$ cat src/hw/ccwm_regs.svh
// Purpose: offsets, field positions, reset values and timing counts of the control bank
// Assumes: 200 MHz mclk, 8-bit register port
// Notes:   counts derived from times and the clock period
`ifndef CCWM_REGS_SVH
`define CCWM_REGS_SVH
`define CCWM_OFF_WDOG      8'h0D
`define CCWM_OFF_ILIM      8'h0E
`define CCWM_OFF_PROGRAMMED_CHARGE_CURRENT      8'h0F
`define CCWM_OFF_TEMP      8'h10
`define CCWM_RST_WDOG      8'h52
`define CCWM_RST_ILIM      8'h05
`define CCWM_RST_PROGRAMMED_CHARGE_CURRENT      8'h00
`define CCWM_RST_TEMP      8'h10
`define CCWM_MASK_PROGRAMMED_CHARGE_CURRENT_WR  8'h80
`define CCWM_MASK_TEMP_WR  8'h1F
`define CCWM_B_WDOG_EN     7
`define CCWM_B_WDOG_RST    6
`define CCWM_F_WDOG_TO     5:4
`define CCWM_B_HALVE       3
`define CCWM_B_OCP         2
`define CCWM_B_GUV         1
`define CCWM_B_RETRIG      0
`define CCWM_B_GO          7
`define CCWM_F_DEG         6:5
`define CCWM_F_INTVL       4:3
`define CCWM_F_VTH         2:0
`define CCWM_F_RESULT      6:3
`define CCWM_B_TEMP_EN     4
`define CCWM_B_COOL_I      3
`define CCWM_B_WARM_I      2
`define CCWM_B_COOL_V      1
`define CCWM_B_WARM_V      0
`define CCWM_CLK_HZ        200000000
`define CCWM_MS_TO_CYC(ms) ((ms) * (`CCWM_CLK_HZ / 1000))
`define CCWM_WDOG_S_0      8
`define CCWM_WDOG_S_1      40
`define CCWM_WDOG_S_2      80
`define CCWM_WDOG_S_3      160
`define CCWM_RESTORE_MS_0  200
`define CCWM_RESTORE_MS_1  500
`define CCWM_RETRIG_MS     2
`define CCWM_CNT_W         36
`endif

$ cat src/hw/ccwm_pkg.sv
// Purpose: types of the control bank
// Assumes: nothing
// Notes:   counters are wide enough for 160 s at 200 MHz
package ccwm_pkg;
   typedef enum logic [1:0] {WD_IDLE, WD_RUN, WD_RESTORE} ccwm_wd_t;
   typedef struct packed {
      logic [7:0] wdog;
      logic [7:0] ilim;
      logic [7:0] programmed_charge_current;
      logic [7:0] temp;
   } ccwm_bank_t;
   typedef struct packed {
      ccwm_bank_t  bank;
      ccwm_wd_t    wd_state;
      logic [35:0] wd_cnt;
      logic        wd_pending;
      logic        irq_released;
      logic [35:0] rt_cnt;
      logic [7:0]  rdata;
      logic        ilim_start;
      logic        programmed_charge_current_start;
      logic        restore;
   } ccwm_state_t;
   typedef struct packed {
      logic       halve_current;
      logic       ocp_high;
      logic       gate_uv_allow;
      logic [2:0] ilim_threshold;
      logic [1:0] ilim_deglitch;
      logic [1:0] ilim_interval;
      logic       temp_enable;
      logic       cool_current_full;
      logic       warm_current_full;
      logic       cool_voltage_full;
      logic       warm_voltage_full;
   } ccwm_ctrl_t;
endpackage

$ cat src/hw/ccwm_bank.sv
// Purpose: watchdog, measurement and temperature-region control registers
// Assumes: serial bus decoder outside presents one-cycle read and write strobes
// Notes:   analog loops and comparators sit outside; this block only drives their controls
// Summary of operation
// - watchdog runs only while enable bit 7 of 0x0D is set; reset off.
// - timeout field selects 8, 40, 80 or 160 s to watchdog request.
// - after expiry wait 200 or 500 ms, then restore bus configuration.
// - retrigger write releases interrupt, re-asserts after 2 ms if pending, self-clears.
// - bit 3 of 0x0D halves programmed charge current.
// - bit 2 selects inductor overcurrent level, low or high.
// - bit 1 low forces gate undervoltage function off.
// - writing 1 to bit 7 of 0x0E starts input-limit measurement with threshold.
// - deglitch and detection interval fields steer input-limit measurement.
// - writing 1 to bit 7 of 0x0F starts charge-current measurement; writing 0 clears the go bit.
// - charge-current result reported read-only in bits 6:3, reset zero.
// - temperature-region adjustments apply only while bit 4 of 0x10 set.
// - cool region current half unless bit 3 set.
// - warm region current half unless bit 2 set.
// - cool region voltage lowered 0.2 V unless bit 1 set.
// - warm region voltage lowered 0.2 V unless bit 0 set.
`timescale 1ns/10ps
`include "ccwm_regs.svh"
module ccwm_bank
   import ccwm_pkg::*;
(
   input  wire logic       mclk,
   input  wire logic       reset,
   input  wire logic       reg_wr,
   input  wire logic       reg_rd,
   input  wire logic [7:0] reg_addr,
   input  wire logic [7:0] reg_wdata,
   output logic      [7:0] reg_rdata,
   input  wire logic       ilim_done,
   input  wire logic       programmed_charge_current_done,
   input  wire logic [3:0] programmed_charge_current_result,
   input  wire logic       other_event,
   output logic            ilim_measure_start,
   output logic            programmed_charge_current_measure_start,
   output logic            config_restore,
   output logic            irq_active,
   output ccwm_ctrl_t      ctrl
);
   localparam logic [35:0] WD_CYC0 = 36'(`CCWM_WDOG_S_0 * 64'(`CCWM_CLK_HZ));
   localparam logic [35:0] WD_CYC1 = 36'(`CCWM_WDOG_S_1 * 64'(`CCWM_CLK_HZ));
   localparam logic [35:0] WD_CYC2 = 36'(`CCWM_WDOG_S_2 * 64'(`CCWM_CLK_HZ));
   localparam logic [35:0] WD_CYC3 = 36'(`CCWM_WDOG_S_3 * 64'(`CCWM_CLK_HZ));
   localparam logic [35:0] RS_CYC0 = 36'(`CCWM_MS_TO_CYC(`CCWM_RESTORE_MS_0));
   localparam logic [35:0] RS_CYC1 = 36'(`CCWM_MS_TO_CYC(`CCWM_RESTORE_MS_1));
   localparam logic [35:0] RT_CYC  = 36'(`CCWM_MS_TO_CYC(`CCWM_RETRIG_MS));

   ccwm_state_t s_reg;
   ccwm_state_t s_next;

   function automatic logic [35:0] wd_limit(input logic [1:0] sel);
      unique case (sel)
         2'h0: wd_limit = WD_CYC0;
         2'h1: wd_limit = WD_CYC1;
         2'h2: wd_limit = WD_CYC2;
         2'h3: wd_limit = WD_CYC3;
      endcase
   endfunction

   logic wr_hit_wdog;
   logic wr_hit_ilim;
   logic wr_hit_programmed_charge_current;
   logic wr_hit_temp;
   assign wr_hit_wdog = reg_wr && (reg_addr == `CCWM_OFF_WDOG);
   assign wr_hit_ilim = reg_wr && (reg_addr == `CCWM_OFF_ILIM);
   assign wr_hit_programmed_charge_current = reg_wr && (reg_addr == `CCWM_OFF_PROGRAMMED_CHARGE_CURRENT);
   assign wr_hit_temp = reg_wr && (reg_addr == `CCWM_OFF_TEMP);

   always_comb begin
      s_next = s_reg;
      s_next.ilim_start = 1'b0;
      s_next.programmed_charge_current_start = 1'b0;
      s_next.restore    = 1'b0;
      // host writes; any register read or write, at any address, counts as the watchdog being serviced
      if (wr_hit_wdog) begin
         s_next.bank.wdog = reg_wdata;
      end
      if (wr_hit_ilim) begin
         s_next.bank.ilim = reg_wdata;
         if (reg_wdata[`CCWM_B_GO]) begin
            s_next.ilim_start = 1'b1;
         end
      end
      if (wr_hit_programmed_charge_current) begin
         // result bits are read-only, low bits reserved
         s_next.bank.programmed_charge_current[`CCWM_B_GO] = reg_wdata[`CCWM_B_GO];
         if (reg_wdata[`CCWM_B_GO]) begin
            s_next.programmed_charge_current_start = 1'b1;
         end
      end
      if (wr_hit_temp) begin
         s_next.bank.temp = reg_wdata & `CCWM_MASK_TEMP_WR;
      end
      // go bits stay set until the measurement reports done; done wins only without a new go
      if (ilim_done && !s_next.ilim_start) begin
         s_next.bank.ilim[`CCWM_B_GO] = 1'b0;
      end
      if (programmed_charge_current_done) begin
         s_next.bank.programmed_charge_current[`CCWM_F_RESULT] = programmed_charge_current_result;
         if (!s_next.programmed_charge_current_start) begin
            s_next.bank.programmed_charge_current[`CCWM_B_GO] = 1'b0;
         end
      end
      // watchdog
      unique case (s_reg.wd_state)
         WD_IDLE: begin
            s_next.wd_cnt = '0;
            if (s_reg.bank.wdog[`CCWM_B_WDOG_EN]) begin
               s_next.wd_state = WD_RUN;
            end
         end
         WD_RUN: begin
            if (!s_reg.bank.wdog[`CCWM_B_WDOG_EN]) begin
               s_next.wd_state = WD_IDLE;
            end else if (reg_wr || reg_rd) begin
               s_next.wd_cnt = '0;
            end else if (s_reg.wd_cnt >= wd_limit(s_reg.bank.wdog[`CCWM_F_WDOG_TO]) - 36'h1) begin
               s_next.wd_cnt     = '0;
               s_next.wd_pending = 1'b1;
               s_next.wd_state   = WD_RESTORE;
            end else begin
               s_next.wd_cnt = s_reg.wd_cnt + 36'h1;
            end
         end
         WD_RESTORE: begin
            if ((s_reg.bank.wdog[`CCWM_B_WDOG_RST] ? RS_CYC1 : RS_CYC0) - 36'h1
                  <= s_reg.wd_cnt) begin
               s_next.restore  = 1'b1;
               s_next.wd_cnt   = '0;
               s_next.bank     = '{`CCWM_RST_WDOG, `CCWM_RST_ILIM,
                                   `CCWM_RST_PROGRAMMED_CHARGE_CURRENT, `CCWM_RST_TEMP};
               s_next.wd_state = WD_IDLE;
            end else begin
               s_next.wd_cnt = s_reg.wd_cnt + 36'h1;
            end
         end
         // code 3 is unused; fall back to idle rather than lock up
         default: begin
            s_next.wd_cnt   = '0;
            s_next.wd_state = WD_IDLE;
         end
      endcase
      // pending expiry event is cleared by a read of the watchdog register
      if (reg_rd && reg_addr == `CCWM_OFF_WDOG && !(s_next.wd_pending && !s_reg.wd_pending)) begin
         s_next.wd_pending = 1'b0;
      end
      // retrigger: release pin for 2 ms, then self-clear the request bit
      if (s_reg.irq_released) begin
         if (s_reg.rt_cnt >= RT_CYC - 36'h1) begin
            s_next.irq_released                = 1'b0;
            s_next.rt_cnt                      = '0;
            // a fresh host request in the same cycle wins over the self-clear
            if (!(wr_hit_wdog && reg_wdata[`CCWM_B_RETRIG])) begin
               s_next.bank.wdog[`CCWM_B_RETRIG] = 1'b0;
            end
         end else begin
            s_next.rt_cnt = s_reg.rt_cnt + 36'h1;
         end
      end else if (s_reg.bank.wdog[`CCWM_B_RETRIG]) begin
         s_next.irq_released = 1'b1;
         s_next.rt_cnt       = '0;
      end
      // read data captured into a flop
      unique case (reg_addr)
         `CCWM_OFF_WDOG: s_next.rdata = s_reg.bank.wdog;
         `CCWM_OFF_ILIM: s_next.rdata = s_reg.bank.ilim;
         `CCWM_OFF_PROGRAMMED_CHARGE_CURRENT: s_next.rdata = s_reg.bank.programmed_charge_current;
         `CCWM_OFF_TEMP: s_next.rdata = s_reg.bank.temp;
         default:        s_next.rdata = 8'h00;
      endcase
      if (!reg_rd) begin
         s_next.rdata = s_reg.rdata;
      end
   end

   always_ff @(posedge mclk) begin
      if (reset) begin
         s_reg            <= '0;
         s_reg.bank       <= '{`CCWM_RST_WDOG, `CCWM_RST_ILIM, `CCWM_RST_PROGRAMMED_CHARGE_CURRENT, `CCWM_RST_TEMP};
         s_reg.wd_state   <= WD_IDLE;
      end else begin
         s_reg <= s_next;
      end
   end

   assign reg_rdata          = s_reg.rdata;
   assign ilim_measure_start = s_reg.ilim_start;
   assign programmed_charge_current_measure_start = s_reg.programmed_charge_current_start;
   assign config_restore     = s_reg.restore;
   // pin held released during retrigger window even with events pending
   assign irq_active = !s_reg.irq_released && (s_reg.wd_pending || other_event);

   always_comb begin
      ctrl.halve_current     = s_reg.bank.wdog[`CCWM_B_HALVE];
      ctrl.ocp_high          = s_reg.bank.wdog[`CCWM_B_OCP];
      ctrl.gate_uv_allow     = s_reg.bank.wdog[`CCWM_B_GUV];
      ctrl.ilim_threshold    = s_reg.bank.ilim[`CCWM_F_VTH];
      ctrl.ilim_deglitch     = s_reg.bank.ilim[`CCWM_F_DEG];
      ctrl.ilim_interval     = s_reg.bank.ilim[`CCWM_F_INTVL];
      ctrl.temp_enable       = s_reg.bank.temp[`CCWM_B_TEMP_EN];
      // with regions disabled the full values are forced so no reduction applies
      ctrl.cool_current_full = s_reg.bank.temp[`CCWM_B_COOL_I] | !ctrl.temp_enable;
      ctrl.warm_current_full = s_reg.bank.temp[`CCWM_B_WARM_I] | !ctrl.temp_enable;
      ctrl.cool_voltage_full = s_reg.bank.temp[`CCWM_B_COOL_V] | !ctrl.temp_enable;
      ctrl.warm_voltage_full = s_reg.bank.temp[`CCWM_B_WARM_V] | !ctrl.temp_enable;
   end
endmodule

$ cat config.mk
export PLATFORM = sky130hd
export DESIGN_NAME = ccwm_bank
export DESIGN_NICKNAME = d
export VERILOG_FILES = /design/src/hw/ccwm_pkg.sv /design/src/hw/ccwm_bank.sv
export VERILOG_INCLUDE_DIRS = /design/src /design/src/hw
export SDC_FILE = /design/constraint.sdc
export NUM_CORES = 1
export LEC_CHECK = 0
export BUFFER_PORTS_ARGS = -buffer_cell sky130_fd_sc_hd__buf_2
export CORE_MARGIN = 4
export CORE_UTILIZATION = 45
export CTS_CLUSTER_DIAMETER = 120
export DETAILED_ROUTE_END_ITERATION = 12
export GPL_ROUTABILITY_DRIVEN = 0
export PLACE_DENSITY = 0.69
export SLEW_MARGIN = 15
export SYNTH_ARGS = -nofsm -noshare
export SYNTH_HDL_FRONTEND = slang
export SYNTH_SLANG_ARGS = --single-unit
$ cat constraint.sdc
create_clock -name mclk -period 3.5 [get_ports mclk]
set_input_delay 0.7 -clock mclk [delete_from_list [all_inputs] [get_ports mclk]]
set_output_delay 0.7 -clock mclk [all_outputs]
set_load 0.03 [all_outputs]
==> summary.md <==
| Metric | Value |
|---|---|
| Status | `finished clean` |
| Hold Startpoint | `s_reg[90]$_SDFF_PP0_` |
| Power per cell area | `426 mW/mm^2` |
| Post-Synth Simple-Gate Area | `0.281` |
| Hold path endpoint | `s_reg[90]$_SDFF_PP0_` |
| Total track usage | `0.190` |
| Fillers | `1326` |
| DR DRC count | `0` |
| Clock skew | `0.00692 ns` |
| Worst slew pin tran | `0.645 ns` |
| Most used DFF post-synth | `dfxtp_1` |
| Static Leak | `2.86 nW` |
| Worst flop-to-flop path endpoint | `s_reg[72]$_SDFFE_PP0P_` |
| Fin crit share | `0.875` |
| Remaining Overflow, GRT | `0` |
| Clock slew at reported path FFs | `0.06 ns` |
| CP Launch Type | `register` |
| Max capacitance violation total | `0` |
| Largest net degree at the start of global routing | `50` |
| Main combinational cell family by area after synthesis | `simple AND/OR/NAND/NOR gates` |
| Final hold viol count | `0` |
| WP data arrival | `3.41 ns` |
| Share of cells above drive strength 1 | `0.133` |
| Worst setup path class | `reg2reg` |
| Fraction of registers with async set or reset after synthesis | `0` |
| Hold slack | `0.477 ns` |
| Number of DRC markers in iteration 0 | `404` |
| XOR/XNOR Fraction of Synth Area | `0.0125` |
| Initial Util | `0.468` |
| Synth Net Count | `848` |
| Ant. Diodes | `0` |
| Post-synthesis compound-gate area fraction | `0.172` |
| CTS Buf Count | `17` |
| Chip Height | `126 um` |
| Synth area leader | `dfxtp_1` |
| Final wirelength | `15000 um` |
| CP bufs+invs | `3` |
| R2R Setup Slk | `0.44 ns` |
| CP startpoint | `s_reg[116]$_SDFF_PP0_` |
| CP max stage cell | `dfxtp_1` |
| Post-layout util | `0.530` |
| Core Footprint | `0.0135 sq mm` |
| FMAX | `0.326 GHz` |
| Routed WL per cell | `15.1 um` |
| Clk buf depth | `2` |
| Worst EP required | `3.85 ns` |
| Worst r2r src | `s_reg[116]$_SDFF_PP0_` |
| Area of the multi-input gates | `0.00357 sq mm` |
| Drt pass-1 iters | `5` |
| First-pass GRT wire length | `24900 um` |
| Via/cell ratio | `5.62` |
| CP cell instances | `inv_1 > ha_1 > inv_1 > ha_1 > nand4_1 > nor3_1 > a21oi_1 > o2111ai_1 > a31o_4 > a21boi_4 > buf_12 > nor3b_1 > o21bai_1` |
| Die width | `126 um` |
| Die Area | `0.0159 sq mm` |
| Synth area leaders | `dfxtp_1, ha_1, nand2_1` |
| ANT nets after route | `0` |
| Post-synthesis mux area share | `0.0111` |
| Initial antenna violation count | `0` |
| EDFF count, synth | `0` |
| Clock Tree Root | `clkbuf_16` |
| Area delta synth->final | `13.3%` |
| CP Capture Type | `register` |
| Worst hold stages | `2` |
| Post-synth top area share | `0.369` |
| Worst-skew pair later-pin latency | `0.42 ns` |
| Max VDD drop | `0.312 mV` |
| Sink Count | `116` |
| Vias in the first global route | `5069` |
| Kind of cell adding the most delay to the critical path | `compound AO/OA/AOI/OAI gates` |
| Sequential cell area | `0.00232 sq mm` |
| Final TNS setup | `0 ns` |
| Synth Instances | `776` |
| Syn Area/Cell | `8.11 sq um` |
| CP max FO | `49` |
| CP max stage delay | `0.52 ns` |
| Io pins | `54` |
| CTS tree | `yes` |
| Postcts setup bufs | `0` |
| Adder-cell area share of the yosys netlist | `0.0895` |
| Port Buf Inserts | `53` |
| Synth cell types | `61` |
| Final layout net count | `878` |
| R2R depth | `13` |
| Rel. slew slack | `0.568` |
| Final total power | `0.00304 W` |
| Yosys reg bits | `116` |
| Min-Delay Path Class | `reg2reg` |
| Min Clock Period, post-route | `3.06 ns` |
| DP Wirelength | `10500 um` |
| Core Rows | `42` |
| Finish-stage setup viols | `0` |
| Mapped Area | `0.00629 sq mm` |
| Yosys warnings | `0` |
| Vias | `5589` |
| Post-synthesis sequential area ratio | `0.369` |
| RSZ-0062 raised after global routing | `false` |
| Max Slew Vio Count | `0` |
| Max FFs per register | `94` |
| H-Tree Depth | `4` |
==> worst max path at each step <==
stage	endpoint	depth (start not counted)
2_1_floorplan	s_reg[56]$_SDFFE_PP0P_	12
3_3_place_gp	s_reg[58]$_SDFFE_PP0P_	10
3_5_place_dp	s_reg[60]$_SDFFE_PP0P_	12
4_1_cts	s_reg[60]$_SDFFE_PP0P_	12
5_1_grt	s_reg[48]$_SDFF_PP0_	12
6_report	s_reg[72]$_SDFFE_PP0P_	13
==> worst register-to-register path: stages (launching register included) <==
cell and delay (ns):
dfxtp_1 0.52, inv_1 0.22, ha_1 0.34, inv_1 0.06, ha_1 0.30, nand4_1 0.14, nor3_1 0.08, a21oi_1 0.18
o2111ai_1 0.17, a31o_4 0.25, a21boi_4 0.15, buf_12 0.24, nor3b_1 0.21, o21bai_1 0.13
==> per-layer routing <==
layer | track usage | vias up | routed length (um)
li1 | - | 2837 | -
met1 | 0.264 | 2599 | 7370
met5 | 0 | - | 0
met2 | 0.281 | 132 | 6610
met3 | 0.0546 | 21 | 772
met4 | 0.0669 | 0 | 253
==> cell usage after synthesis, types with 20 or more instances <==
cell type	instances
nand2_1	98
ha_1	45
a21oi_1	66
buf_4	21
clkbuf_1	21
nand3_1	70
and2_1	20
inv_1	31
dfxtp_1	116
nor2_1	61
o21ai_0	36
==> where the power goes <==
part	internal (W)	switching, W
clock	0.000937	0.000717
combinational	0.0000204	0.0000388
sequential	0.00132	0.00000194
total	0.00228	0.000758
==> through the flow <==
step	std cells	instance area [sq um]	setup WS (ns)
floorplan	776	6290	0.868
global placement	963	6560	0.410
detailed placement	963	6560	0.281
CTS	995	7130	0.262
global route	995	7130	0.129
finish	995	7130	0.436
==> cell families (layout without fill, tap and decap cells) <==
family          Yosys count  count (layout)
compound gates          165             165
xor+xnor                  9               9
fa+ha+maj                45              45
buf+inv                  81             124
flops                   116             116
mux                       7               7
simple gates            353             353
==> layout make-up <==
class / count / share of cell area
Multi-Input combinational cell: 579 / 0.501
Sequential cell: 116 / 0.326
Clock buffer: 17 / 0.0597
Timing Repair Buffer: 61 / 0.0474
Tap cell: 176 / 0.0309
Clock inverter: 15 / 0.0191
Inverter: 31 / 0.0163
==> layout by cell type, fill, tap and decap left out, types with 10 or more instances in the layout <==
master and n:
nor3_1 15, clkbuf_16 17, nand2_1 97, a21o_1 10, nand3_1 70, buf_2 53, and2_1 20, a21oi_1 66
ha_1 45, inv_1 31, and3_1 17, nand4_1 17, dfxtp_1 116, nor2_1 60, o21ai_0 36
==> timing repair <==
| action | CTS | global route |
|---|---|---|
| setup endpoints to repair | 0 | 2 |
| gates resized for setup | 0 | 1 |
| hold buffers | 0 | 0 |
No activity file was read; power rests on OpenSTA's default activity.
